[src/logic/mdc_pkg.sv]
// Shared constants and types for the multi-channel data channel block
package mdc_pkg;
   localparam int MDC_CHANNELS = 8;
   localparam int MDC_ADDR_W = 16;
   localparam int MDC_DATA_W = 16;
   localparam int MDC_CH_W = 3;
   // Base of the reserved word pairs: channel n uses base+2n and base+2n+1
   localparam logic [15:0] MDC_INIT_BASE = 16'h0020;
   localparam logic [15:0] MDC_PTR_RESET = 16'h0000;
   localparam logic [15:0] MDC_CNT_RESET = 16'h0000;
   // Channel modes
   typedef enum logic [2:0] {
      MDC_MODE_INIT = 3'h1,
      MDC_MODE_XFER = 3'h2,
      MDC_MODE_CHAIN = 3'h4
   } mdc_mode_t;
   // Engine states
   typedef enum logic [4:0] {
      MDC_ST_IDLE = 5'h01,
      MDC_ST_FETCH_ADDR = 5'h02,
      MDC_ST_FETCH_CNT = 5'h04,
      MDC_ST_XFER = 5'h08,
      MDC_ST_DONE = 5'h10
   } mdc_state_t;
endpackage

[src/logic/mdc_data_channel.sv]
// Eight channel cycle-stealing data channel engine
//
// Summary of operation
// - Eight independent channels, one controller each.
// - Each channel keeps its own item_countdown and transfer_pointer.
// - Each moved item decrements that channel's item_countdown.
// - Each moved item increments that channel's transfer_pointer.
// - Service by stolen cycles, channel address driven on the I/O bus.
// - Processor over the I/O bus, controllers over the channel bus.
// - Each channel is in initiate, data transfer or chaining mode.
// - Initiate reads the channel's two reserved words: address, count.
// - Fetched address loads pointer, fetched count loads countdown.
// - Exhausted countdown pulses block complete to that controller.
// - Chaining fetches new address from the current pointer location.
// - Chaining then fetches new count from the new address.
`timescale 1ns/1ps
module mdc_data_channel
   import mdc_pkg::*;
#(
   parameter int NCH = MDC_CHANNELS,
   parameter int AW = MDC_ADDR_W,
   parameter int DW = MDC_DATA_W
)
(
   // Clock and reset
   input wire logic i_core_clk,
   input wire logic i_nrst,
   // I/O bus, cycle steal side
   output logic o_steal_req,
   output logic [AW-1:0] o_steal_addr,
   output logic o_steal_fetch,
   input wire logic i_steal_ack,
   input wire logic [DW-1:0] i_steal_rdata,
   // Channel bus, controller side
   input wire logic [NCH-1:0] i_init_req,
   input wire logic [NCH-1:0] i_chain_en,
   input wire logic [NCH-1:0] i_xfer_req,
   output logic [NCH-1:0] o_xfer_ack,
   output logic [NCH-1:0] o_block_done,
   output logic [NCH-1:0] o_ch_busy
);
   // Controller lines come from another board: two-stage synchronisers
   logic [NCH-1:0] init_s1_reg, init_s2_reg;
   logic [NCH-1:0] xfer_s1_reg, xfer_s2_reg;
   logic [NCH-1:0] chain_s1_reg, chain_s2_reg;

   always_ff @(posedge i_core_clk)
   begin
      if (!i_nrst)
      begin
         init_s1_reg <= '0;
         init_s2_reg <= '0;
         xfer_s1_reg <= '0;
         xfer_s2_reg <= '0;
         chain_s1_reg <= '0;
         chain_s2_reg <= '0;
      end
      else
      begin
         init_s1_reg <= i_init_req;
         init_s2_reg <= init_s1_reg;
         xfer_s1_reg <= i_xfer_req;
         xfer_s2_reg <= xfer_s1_reg;
         chain_s1_reg <= i_chain_en;
         chain_s2_reg <= chain_s1_reg;
      end
   end

   // Per channel state, kept apart for each controller
   logic [AW-1:0] ptr_reg [NCH]; // transfer_pointer
   logic [AW-1:0] ptr_next [NCH];
   logic [DW-1:0] cnt_reg [NCH]; // item_countdown
   logic [DW-1:0] cnt_next [NCH];
   mdc_mode_t mode_reg [NCH];
   mdc_mode_t mode_next [NCH];
   logic [NCH-1:0] active_reg, active_next;
   logic [NCH-1:0] pend_reg, pend_next;
   logic [NCH-1:0] done_reg, done_next;
   logic [NCH-1:0] ack_reg, ack_next;

   // Engine state
   mdc_state_t state_reg, state_next;
   logic [MDC_CH_W-1:0] cur_reg, cur_next;
   logic [AW-1:0] addr_reg, addr_next;
   logic fetch_reg, fetch_next;

   // Reserved word address for a channel's initiate pair
   function automatic logic [AW-1:0] init_word(
      input logic [MDC_CH_W-1:0] ch, input logic second);
      init_word = MDC_INIT_BASE + AW'({ch, second});
   endfunction

   // Service candidates: a fresh initiate or a latched transfer request
   logic [NCH-1:0] want;
   logic grant_any;
   logic [MDC_CH_W-1:0] grant_idx;

   always_comb
   begin
      for (int k = 0; k < NCH; k++)
         want[k] = (init_s2_reg[k] && !active_reg[k]) || pend_reg[k];
   end

   mdc_prio_arb #(.N(NCH), .W(MDC_CH_W)) mdc_prio_arb_inst (
      .i_req (want),
      .o_any (grant_any),
      .o_idx (grant_idx)
   );

   // Transfer request edges latch as pending until served
   logic [NCH-1:0] xfer_prev_reg, xfer_prev_next;
   logic [NCH-1:0] xfer_rise;
   assign xfer_rise = xfer_s2_reg & ~xfer_prev_reg;

   // Next state of channel table and engine
   always_comb
   begin
      for (int k = 0; k < NCH; k++)
      begin
         ptr_next[k] = ptr_reg[k];
         cnt_next[k] = cnt_reg[k];
         mode_next[k] = mode_reg[k];
      end
      active_next = active_reg;
      done_next = '0;
      ack_next = '0;
      xfer_prev_next = xfer_s2_reg;
      // Only active channels may queue items, in any mode
      pend_next = pend_reg | (xfer_rise & active_reg);
      state_next = state_reg;
      cur_next = cur_reg;
      addr_next = addr_reg;
      fetch_next = fetch_reg;

      unique case (state_reg)
         MDC_ST_IDLE:
         begin
            if (grant_any)
            begin
               cur_next = grant_idx;
               if (!active_reg[grant_idx])
               begin
                  // Service request puts the channel in initiate mode
                  mode_next[grant_idx] = MDC_MODE_INIT;
                  active_next[grant_idx] = 1'b1;
                  addr_next = init_word(grant_idx, 1'b0);
                  fetch_next = 1'b1;
                  state_next = MDC_ST_FETCH_ADDR;
               end
               else
               begin
                  // An edge arriving as the old one is served stays queued
                  pend_next[grant_idx] = xfer_rise[grant_idx];
                  addr_next = ptr_reg[grant_idx];
                  fetch_next = 1'b0;
                  state_next = MDC_ST_XFER;
               end
            end
         end
         MDC_ST_FETCH_ADDR:
         begin
            if (i_steal_ack)
            begin
               ptr_next[cur_reg] = AW'(i_steal_rdata);
               if (mode_reg[cur_reg] == MDC_MODE_CHAIN)
                  addr_next = AW'(i_steal_rdata);
               else
                  addr_next = init_word(cur_reg, 1'b1);
               state_next = MDC_ST_FETCH_CNT;
            end
         end
         MDC_ST_FETCH_CNT:
         begin
            if (i_steal_ack)
            begin
               cnt_next[cur_reg] = DW'(i_steal_rdata);
               // Chained block: data follows the count word
               if (mode_reg[cur_reg] == MDC_MODE_CHAIN)
                  ptr_next[cur_reg] = ptr_reg[cur_reg] + AW'(1);
               mode_next[cur_reg] = MDC_MODE_XFER;
               // A zero count needs no items at all
               if (i_steal_rdata == '0)
                  state_next = MDC_ST_DONE;
               else
                  state_next = MDC_ST_IDLE;
               fetch_next = 1'b0;
            end
         end
         MDC_ST_XFER:
         begin
            if (i_steal_ack)
            begin
               ack_next[cur_reg] = 1'b1;
               ptr_next[cur_reg] = ptr_reg[cur_reg] + AW'(1);
               cnt_next[cur_reg] = cnt_reg[cur_reg] - DW'(1);
               if (cnt_reg[cur_reg] == DW'(1))
                  state_next = MDC_ST_DONE;
               else
                  state_next = MDC_ST_IDLE;
            end
         end
         MDC_ST_DONE:
         begin
            // Every exhausted block is reported, chained or not
            done_next[cur_reg] = 1'b1;
            if (chain_s2_reg[cur_reg])
            begin
               // Next descriptor sits at the current pointer
               mode_next[cur_reg] = MDC_MODE_CHAIN;
               addr_next = ptr_reg[cur_reg];
               fetch_next = 1'b1;
               state_next = MDC_ST_FETCH_ADDR;
            end
            else
            begin
               active_next[cur_reg] = 1'b0;
               pend_next[cur_reg] = 1'b0;
               state_next = MDC_ST_IDLE;
            end
         end
         default:
            state_next = MDC_ST_IDLE;
      endcase
   end

   // Register every group of state
   always_ff @(posedge i_core_clk)
   begin
      if (!i_nrst)
      begin
         for (int k = 0; k < NCH; k++)
         begin
            ptr_reg[k] <= MDC_PTR_RESET;
            cnt_reg[k] <= MDC_CNT_RESET;
            mode_reg[k] <= MDC_MODE_INIT;
         end
         active_reg <= '0;
         pend_reg <= '0;
         done_reg <= '0;
         ack_reg <= '0;
         xfer_prev_reg <= '0;
         state_reg <= MDC_ST_IDLE;
         cur_reg <= '0;
         addr_reg <= '0;
         fetch_reg <= 1'b0;
      end
      else
      begin
         for (int k = 0; k < NCH; k++)
         begin
            ptr_reg[k] <= ptr_next[k];
            cnt_reg[k] <= cnt_next[k];
            mode_reg[k] <= mode_next[k];
         end
         active_reg <= active_next;
         pend_reg <= pend_next;
         done_reg <= done_next;
         ack_reg <= ack_next;
         xfer_prev_reg <= xfer_prev_next;
         state_reg <= state_next;
         cur_reg <= cur_next;
         addr_reg <= addr_next;
         fetch_reg <= fetch_next;
      end
   end

   // Bus side drives: request while any memory cycle is outstanding
   assign o_steal_req = (state_reg == MDC_ST_FETCH_ADDR) ||
      (state_reg == MDC_ST_FETCH_CNT) ||
      (state_reg == MDC_ST_XFER);
   assign o_steal_addr = addr_reg;
   assign o_steal_fetch = fetch_reg;
   // Channel bus drives
   assign o_xfer_ack = ack_reg;
   assign o_block_done = done_reg;
   assign o_ch_busy = active_reg;
endmodule

[src/logic/mdc_prio_arb.sv]
// Fixed priority picker, lowest channel number wins
`timescale 1ns/1ps
module mdc_prio_arb
   import mdc_pkg::*;
#(
   parameter int N = 8,
   parameter int W = 3
)
(
   // Requests
   input wire logic [N-1:0] i_req,
   // Grant
   output logic o_any,
   output logic [W-1:0] o_idx
);
   // Scan from the top so the lowest set bit is the last written
   always_comb
   begin
      o_any = 1'b0;
      o_idx = '0;
      for (int k = N - 1; k >= 0; k--)
      begin
         if (i_req[k])
         begin
            o_any = 1'b1;
            o_idx = W'(k);
         end
      end
   end
endmodule

[config.mk]
export PLATFORM = sky130hd
export DESIGN_NAME = mdc_data_channel
export DESIGN_NICKNAME = d
export VERILOG_FILES = /design/src/logic/mdc_pkg.sv /design/src/logic/mdc_data_channel.sv /design/src/logic/mdc_prio_arb.sv
export SDC_FILE = /design/constraint.sdc
export NUM_CORES = 1
export LEC_CHECK = 0
export ABC_CLOCK_PERIOD_IN_PS = 8960
export BUFFER_PORTS_ARGS = -buffer_cell sky130_fd_sc_hd__buf_4
export CORE_MARGIN = 2
export CORE_UTILIZATION = 50
export CTS_BUF_LIST = sky130_fd_sc_hd__clkbuf_8
export CTS_CLUSTER_DIAMETER = 60
export CTS_CLUSTER_SIZE = 20
export DETAILED_ROUTE_END_ITERATION = 8
export GPL_TIMING_DRIVEN = 0
export PLACE_DENSITY = 0.67
export SLEW_MARGIN = 0
export SYNTH_ARGS = -nofsm -noshare
export SYNTH_HDL_FRONTEND = slang
export SYNTH_SLANG_ARGS = --single-unit
[constraint.sdc]
create_clock -name i_core_clk -period 8.96 [get_ports i_core_clk]
set_input_delay 1.792 -clock i_core_clk [delete_from_list [all_inputs] [get_ports i_core_clk]]
set_output_delay 1.792 -clock i_core_clk [all_outputs]
set_load 0.005 [all_outputs]
==> qor.csv, run 1 <==
metric;value;unit
die height;196;microns
Static Leak;7.19;nW
share of cells above drive strength 1;0.143;
GRT Total Usage;0.382;
maximum fanout along the worst path;10;
multiplexer share of the synthesized area;0.119;
# IOs;85;
root buf cell;clkbuf_8;
Synth Area in Compound Gates;0.229;
Worst Path Required;9400;ps
commonest cells in the netlist;dfxtp_1, nor2_1, a21oi_1;
CP peak stage delay;580;ps
first-pass GRT wire length;109;mm
Via Count;17725;
Clock Path Buffers;3;
Max VDD drop;194;uV
CTS tree;built;
run status;completed;
worst skew pair latency;620;ps
relative slew slack;0.0407;
WHS Endpoint;xfer_prev_next[1];
Die Span X;196;microns
number of setup buffers added after CTS;0;
Fin Setup TNS;0;ps
gpl congestion;0.999;
Post-Layout Cell Count;2640;
synth-to-layout area growth;11.2;%
cts hold-fix bufs;0;
cells along the critical path;buf_2, buf_6, buf_2, buf_2, buf_2, mux2_2, inv_1, ha_1, o21ai_1, or2_1, nor2_1, xor2_1, a21oi_1;
async set-reset flop share out of synthesis;0;
HPWL after DPL;52.3;mm
CP top delay family;buffers and inverters;
total global routing overflow;0;
DP Worst Slack;4570;ps
Post-synth EDFFs;0;
fmax;225;MHz
Seq pwr share;0.417;
fin crit share;0.495;
switching pwr;0.00175;W
setup ws final;4520;ps
Clk pin slew, worst setup/hold paths;110;ps
most frequent cell after synthesis;dfxtp_1;
hold path depth;1;
Fin. Hold Viols;0;
clock sinks;396;
min-delay worst type;flop to flop;
Crit. End Element;flop;
CTS-repair resized insts;0;
Post-layout nets;2192;
max-cap viol count;0;
post-route design area;20400;sq um
DIE AREA;38200;sq um
Pint;0.00276;W
mean number of vias per cell;6.71;
Cell Area, Synth;18300;sq um
cell with the largest stage delay on the worst path;xor2_1;
Crit Path Category;flop to flop;
Rows;70;
Cell Pwr Density;221;nW/um^2
Avg Cell Area, Syn;9.06;sq um
DR WL/cell;27.9;microns
area share of fa/ha/maj cells after synthesis;0.00205;
initial antenna violation count;1;
Clock Power Share;0.279;
Hold Crit Start;xfer_s1_reg[1];
antenna cells;0;
total power;0.00452;W
drt drc;0;
H-tree depth;2;
Final setup viols;0;
routed wire length;73.6;mm
worst reg2reg path endpoint;cnt_reg[0][10];
core footprint;36300;sq um
sequential area share after synthesis;0.432;
Final min period;4440;ps
max-slew violation count;0;
Synth Area in XOR/XNOR;0.0134;
crit start category;flop;
main combinational cell family by area after synthesis;compound AO/OA/AOI/OAI gates;
largest net degree at the start of global routing;21;
Num CTS Buffers;37;
reg2reg setup slack;4520;ps
synth top area cells;dfxtp_1, mux4_2, nor2_1;
Cells after DPL;2575;
critical path data arrival time;4880;ps
Synth cell types;87;
flops & latches, synth;396;
crit path buf inv count;6;
initial DRC count;2586;
initial core utilization;0.505;
unrepaired setup endpoints after global routing;false;
top_reg_cell synth;dfxtp_1;
Syn Inst Count;2024;
vias in the first global route;16775;
antenna-violating nets left;0;
Worst path most repeated cell;buf_2;
Synth Warn #;0;
Initial DRT Pass Iterations;5;
synthesized net count;2070;
Synth Area in Simple Gates;0.163;
Synth top area share;0.432;
actual slew at the worst max-slew pin;1420;ps
switching part of the total power;0.388;
Clock Skews;38.3;ps
Synth area leader;dfxtp_1;
Placed Area;19600;sq um
Port Buffers;83;
Worst R2R Path Depth;13;
Comb power frac;0.304;
## worst max path at each step
stage | from | to | cells past startpoint
2_1_floorplan | i_steal_ack | mode_reg[6][2] | 9
4_1_cts | flop | cnt_reg[0][10] | 13
6_report | flop | cnt_reg[0][10] | 13
3_3_place_gp | i_steal_ack | cnt_reg[6][9] | 6
5_1_grt | flop | cnt_reg[7][10] | 13
3_5_place_dp | i_steal_ack | cnt_reg[7][5] | 6
## metal layers
metal  vias up  track usage  routed length (microns)
met4         0        0.200                     4110
li1       7660            -                        -
met2      1337        0.562                    30900
met3       264        0.100                     9400
met5         -            0                        0
met1      8464        0.516                    29200
## worst reg2reg max path, stage by stage (launching register included)
cell,delay [ps]
dfxtp_1,320
buf_2,280
buf_6,280
buf_2,440
buf_2,420
buf_2,420
mux2_2,420
inv_1,60
ha_1,190
o21ai_1,200
or2_1,380
nor2_1,150
xor2_1,580
a21oi_1,140
## kinds of logic (layout without fill, tap and decap cells)
family                     after synthesis  in the layout
AOI/OAI and AO/OA                      686            686
buffers and inverters                  169            317
muxes                                  128            128
and+or+nand+nor                        614            614
adders and majority gates                3              3
xor gates and xnor gates                28             28
DFF                                    396            396
## per-stage QoR
step / hold slack (ps) / util
3_3_place_gp: 415 / 0.538
6_report: 432 / 0.561
5_1_grt: 448 / 0.561
4_1_cts: 437 / 0.561
2_1_floorplan: 412 / -
3_5_place_dp: 418 / 0.538
## layout make-up
type | count | area (sq um)
buffer | 152 | 709
clock buffer | 39 | 537
clock inverter | 26 | 303
fill | 3307 | 15900
inverter | 17 | 63.8
multi-input combinational | 1459 | 9650
sequential | 396 | 7930
tap | 468 | 586
timing repair buffer | 83 | 623
## cells in the final DEF (no fill, tap or decap), types with 8 or more instances in the layout
master    count
o22ai_1      31
inv_6         8
xor2_1       10
nor3b_1       8
inv_1        18
nor2_1      297
clkbuf_8     39
and2_1       67
buf_6         9
nand2b_1     11
nor2b_1      11
dfxtp_1     396
or4_1         9
o211ai_1     41
nand2_1      96
a21oi_1     222
buf_4        87
mux4_2       64
mux2i_1      50
nor4_1       12
nand3_1      23
buf_2        36
nor3_1       25
a211oi_1    103
xnor2_1      18
and3_1        8
a31oi_1      31
clkbuf_1     97
o21ai_0     187
## power groups by stage
| stage | combinational, W | clock (W) | sequential [W] |
|---|---|---|---|
| 3_3_place_gp | 0.00131 | 0 | 0.00192 |
| 4_1_cts | 0.00132 | 0.00125 | 0.00188 |
| 3_5_place_dp | 0.00131 | 0 | 0.00192 |
| 5_1_grt | 0.00142 | 0.00133 | 0.00189 |
| 6_report | 0.00137 | 0.00126 | 0.00188 |
| 2_1_floorplan | 0.000846 | 0 | 0.00190 |
No activity file was read; power rests on OpenSTA's default activity.
==> inputs of run 2 (changes only) <==
Settings changed: ABC_CLOCK_PERIOD_IN_PS 8960 to 3700, PLACE_DENSITY 0.67 to 0.7.
Clock period 8.96 ns to 3.7 ns, I/O delays scaled along.
==> run 2 against run 1 <==
  * The flow now finishes with violations (setup timing)
  * Cell count is the same
  * Power grew 140%
  * Fmax grew 16%
  * Worst setup slack lost 4700 ps
  * Core utilization grew 0.35 points
  * Register-to-register slack lost 4700 ps
  * Critical path depth shrank 5
  * Non-clock buffer count grew 2
  * Critical endpoint is now o_steal_addr[8]
  * Largest power group unchanged
  * Highest routed layer unchanged
==> qor.csv, run 2 (same netlist as run 1, synthesis figures left out) <==
metric;value;unit;change
mean number of vias per cell;6.79;;was 6.71
unrepaired setup endpoints after global routing;true;;was false
die height;196;microns;unchanged
worst skew pair latency;640;ps;was 620 ps
Rows;70;;unchanged
initial antenna violation count;1;;unchanged
commonest non-fill, non-tap cell in the layout;dfxtp_1;;unchanged
switching pwr;0.00419;W;was 0.00175 W
# IOs;85;;unchanged
Max VDD drop;357;uV;was 194 uV
Via Count;17937;;was 17725
violated checks;setup timing;;
footprint of the multi-input gates;9750;sq um;was 9650 sq um
DIE AREA;38200;sq um;unchanged
Worst path most repeated cell;o21ai_0;;was buf_2
routing usage on met2;0.550;;was 0.562
initial core utilization;0.505;;unchanged
hold slack final;299;ps;was 432 ps
gpl congestion;1.01;;was 0.999
Pint;0.00676;W;was 0.00276 W
clock sinks;396;;unchanged
Clock Power Share;0.275;;was 0.279
max-cap viol count;0;;unchanged
DP Worst Slack;-640;ps;was 4570 ps
HPWL after DPL;51.4;mm;was 52.3 mm
maximum fanout along the worst path;10;;unchanged
core footprint;36300;sq um;unchanged
Final min period;3840;ps;was 4440 ps
Initial DRT Pass Iterations;8;;was 5
GRT Total Usage;0.378;;was 0.382
GR Util met1;0.516;;about the same
final cell utilization of the core;0.565;;was 0.561
relative slew slack;0.0580;;was 0.0407
CTS tree;built;;unchanged
Worst Path Required;4260;ps;was 9400 ps
FF/Latch Area;7930;sq um;about the same
Static Leak;7.23;nW;was 7.19 nW
total global routing overflow;0;;unchanged
Final setup viols;5;;was 0
max-slew violation count;0;;unchanged
most frequent cells in the layout;dfxtp_1, nor2_1, a21oi_1, o21ai_0, a211oi_1;;unchanged
share of cells above drive strength 1;0.156;;was 0.143
DR WL/cell;27.8;microns;was 27.9 microns
switching part of the total power;0.383;;was 0.388
cell with the largest stage delay on the worst path;o21ai_0;;was xor2_1
Crit Path Category;flop to flop;;unchanged
CP top delay family;compound AO/OA/AOI/OAI gates;;was buffers and inverters
synth-to-layout area growth;11.9;%;was 11.2%
Top Usage Layer GRT;met2;;unchanged
Fin Setup TNS;-403;ps;was 0 ps
Die Span X;196;microns;unchanged
cells along the critical path;nor2b_1, o21ai_0, clkbuf_1, o22a_1, o21ai_0, nor3_1, nand2_1, a21oi_1;;was buf_2, buf_6, buf_2, buf_2, buf_2, mux2_2, inv_1, ha_1, o21ai_1, or2_1, nor2_1, xor2_1, a21oi_1
Crit. End Element;flop;;unchanged
run status;complete, but fails checks;;was completed
antenna cells;0;;unchanged
Comb power frac;0.309;;was 0.304
FILL cells;3273;;was 3307
Clk pin slew, worst setup/hold paths;110;ps;about the same
Num CTS Buffers;35;;was 37
H-tree depth;2;;unchanged
antenna-violating nets left;0;;unchanged
root buf cell;clkbuf_8;;unchanged
drt drc;0;;unchanged
crit path buf inv count;1;;was 6
Post-layout nets;2192;;unchanged
Port Buffers;83;;unchanged
fin crit share;1.04;;was 0.495
actual slew at the worst max-slew pin;1400;ps;was 1420 ps
Placed Area;19600;sq um;unchanged
initial DRC count;2601;;was 2586
Clock Path Buffers;3;;unchanged
min-delay worst type;input pin to flop;;was flop to flop
Fin. Hold Viols;0;;unchanged
routed wire length;73.3;mm;was 73.6 mm
first-pass GRT wire length;107;mm;was 109 mm
M3 GR Usage;0.0948;;was 0.100
vias in the first global route;16963;;was 16775
Seq pwr share;0.416;;was 0.417
fmax;261;MHz;was 225 MHz
largest net degree at the start of global routing;21;;unchanged
critical path data arrival time;4390;ps;was 4880 ps
crit start category;flop;;unchanged
Clock Skews;29.1;ps;was 38.3 ps
post-route design area;20500;sq um;was 20400 sq um
setup ws final;-135;ps;was 4520 ps
Cell Pwr Density;533;nW/um^2;was 221 nW/um^2
CP peak stage delay;1080;ps;was 580 ps
## run 2: cell types whose count changed in the layout (fill, tap and decap cells not counted), moves of 5 or more
cell,previous run,this run
a21oi_2,2,7
clkbuf_1,97,92
buf_2,36,29
nor2_2,0,7
nor2_1,297,288
clkbuf_2,0,6
buf_4,87,92
a21oi_1,222,216
## run 2: stage by stage
| stage | power, W | cells |
|---|---|---|
| after CTS | 0.0107 | 2637 |
| after global routing | 0.0112 | 2640 |
| after detailed placement | 0.00782 | 2575 |
| after floorplan | 0.00664 | 2024 |
| after global placement | 0.00780 | 2575 |
| final | 0.0110 | 2640 |
## run 2: cell type report
cell class / count / area share
plain buffers: 151 / 0.0358
clock buffers: 39 / 0.0261
clock inverters: 24 / 0.0138
inverters: 17 / 0.00311
multi-input cells: 1459 / 0.475
flip-flops and latches: 396 / 0.386
well taps: 468 / 0.0285
repair buffers: 86 / 0.0314
## run 2: routing by layer
metal  share of wire  routed length (microns)  vias to the layer above
li1                -                        -                     7654
met5               0                        0                        -
met3            0.14                    10100                      285
met2            0.42                    30600                     1462
met1            0.39                    28300                     8536
met4           0.059                     4290                        0
## run 2: what timing repair did
action,in CTS,in global routing
hold buffers,0,0
setup buffers,0,3
endpoints found under the setup margin,114,151
pin swaps,0,1
endpoints found under the hold margin,0,0
resized for setup,8,39
## run 2: worst paths after layout
path	startpoint	to	slack, ps	cells after the start
hold / removal	i_chain_en[0]	chain_s1_reg[0]	300	2
hold reg to reg	xfer_s1_reg[4]	xfer_prev_next[4]	430	1
setup reg to reg	o_ch_busy[1]	o_steal_addr[8]	-140	8
setup / recovery	o_ch_busy[1]	o_steal_addr[8]	-140	8
## run 2: power by group through the flow
stage,clock [W],combinational [W],sequential (W)
2_1_floorplan,0,0.00205,0.00459
3_3_place_gp,0,0.00316,0.00464
3_5_place_dp,0,0.00318,0.00464
4_1_cts,0.00301,0.00318,0.00455
5_1_grt,0.00315,0.00348,0.00457
6_report,0.00301,0.00339,0.00456
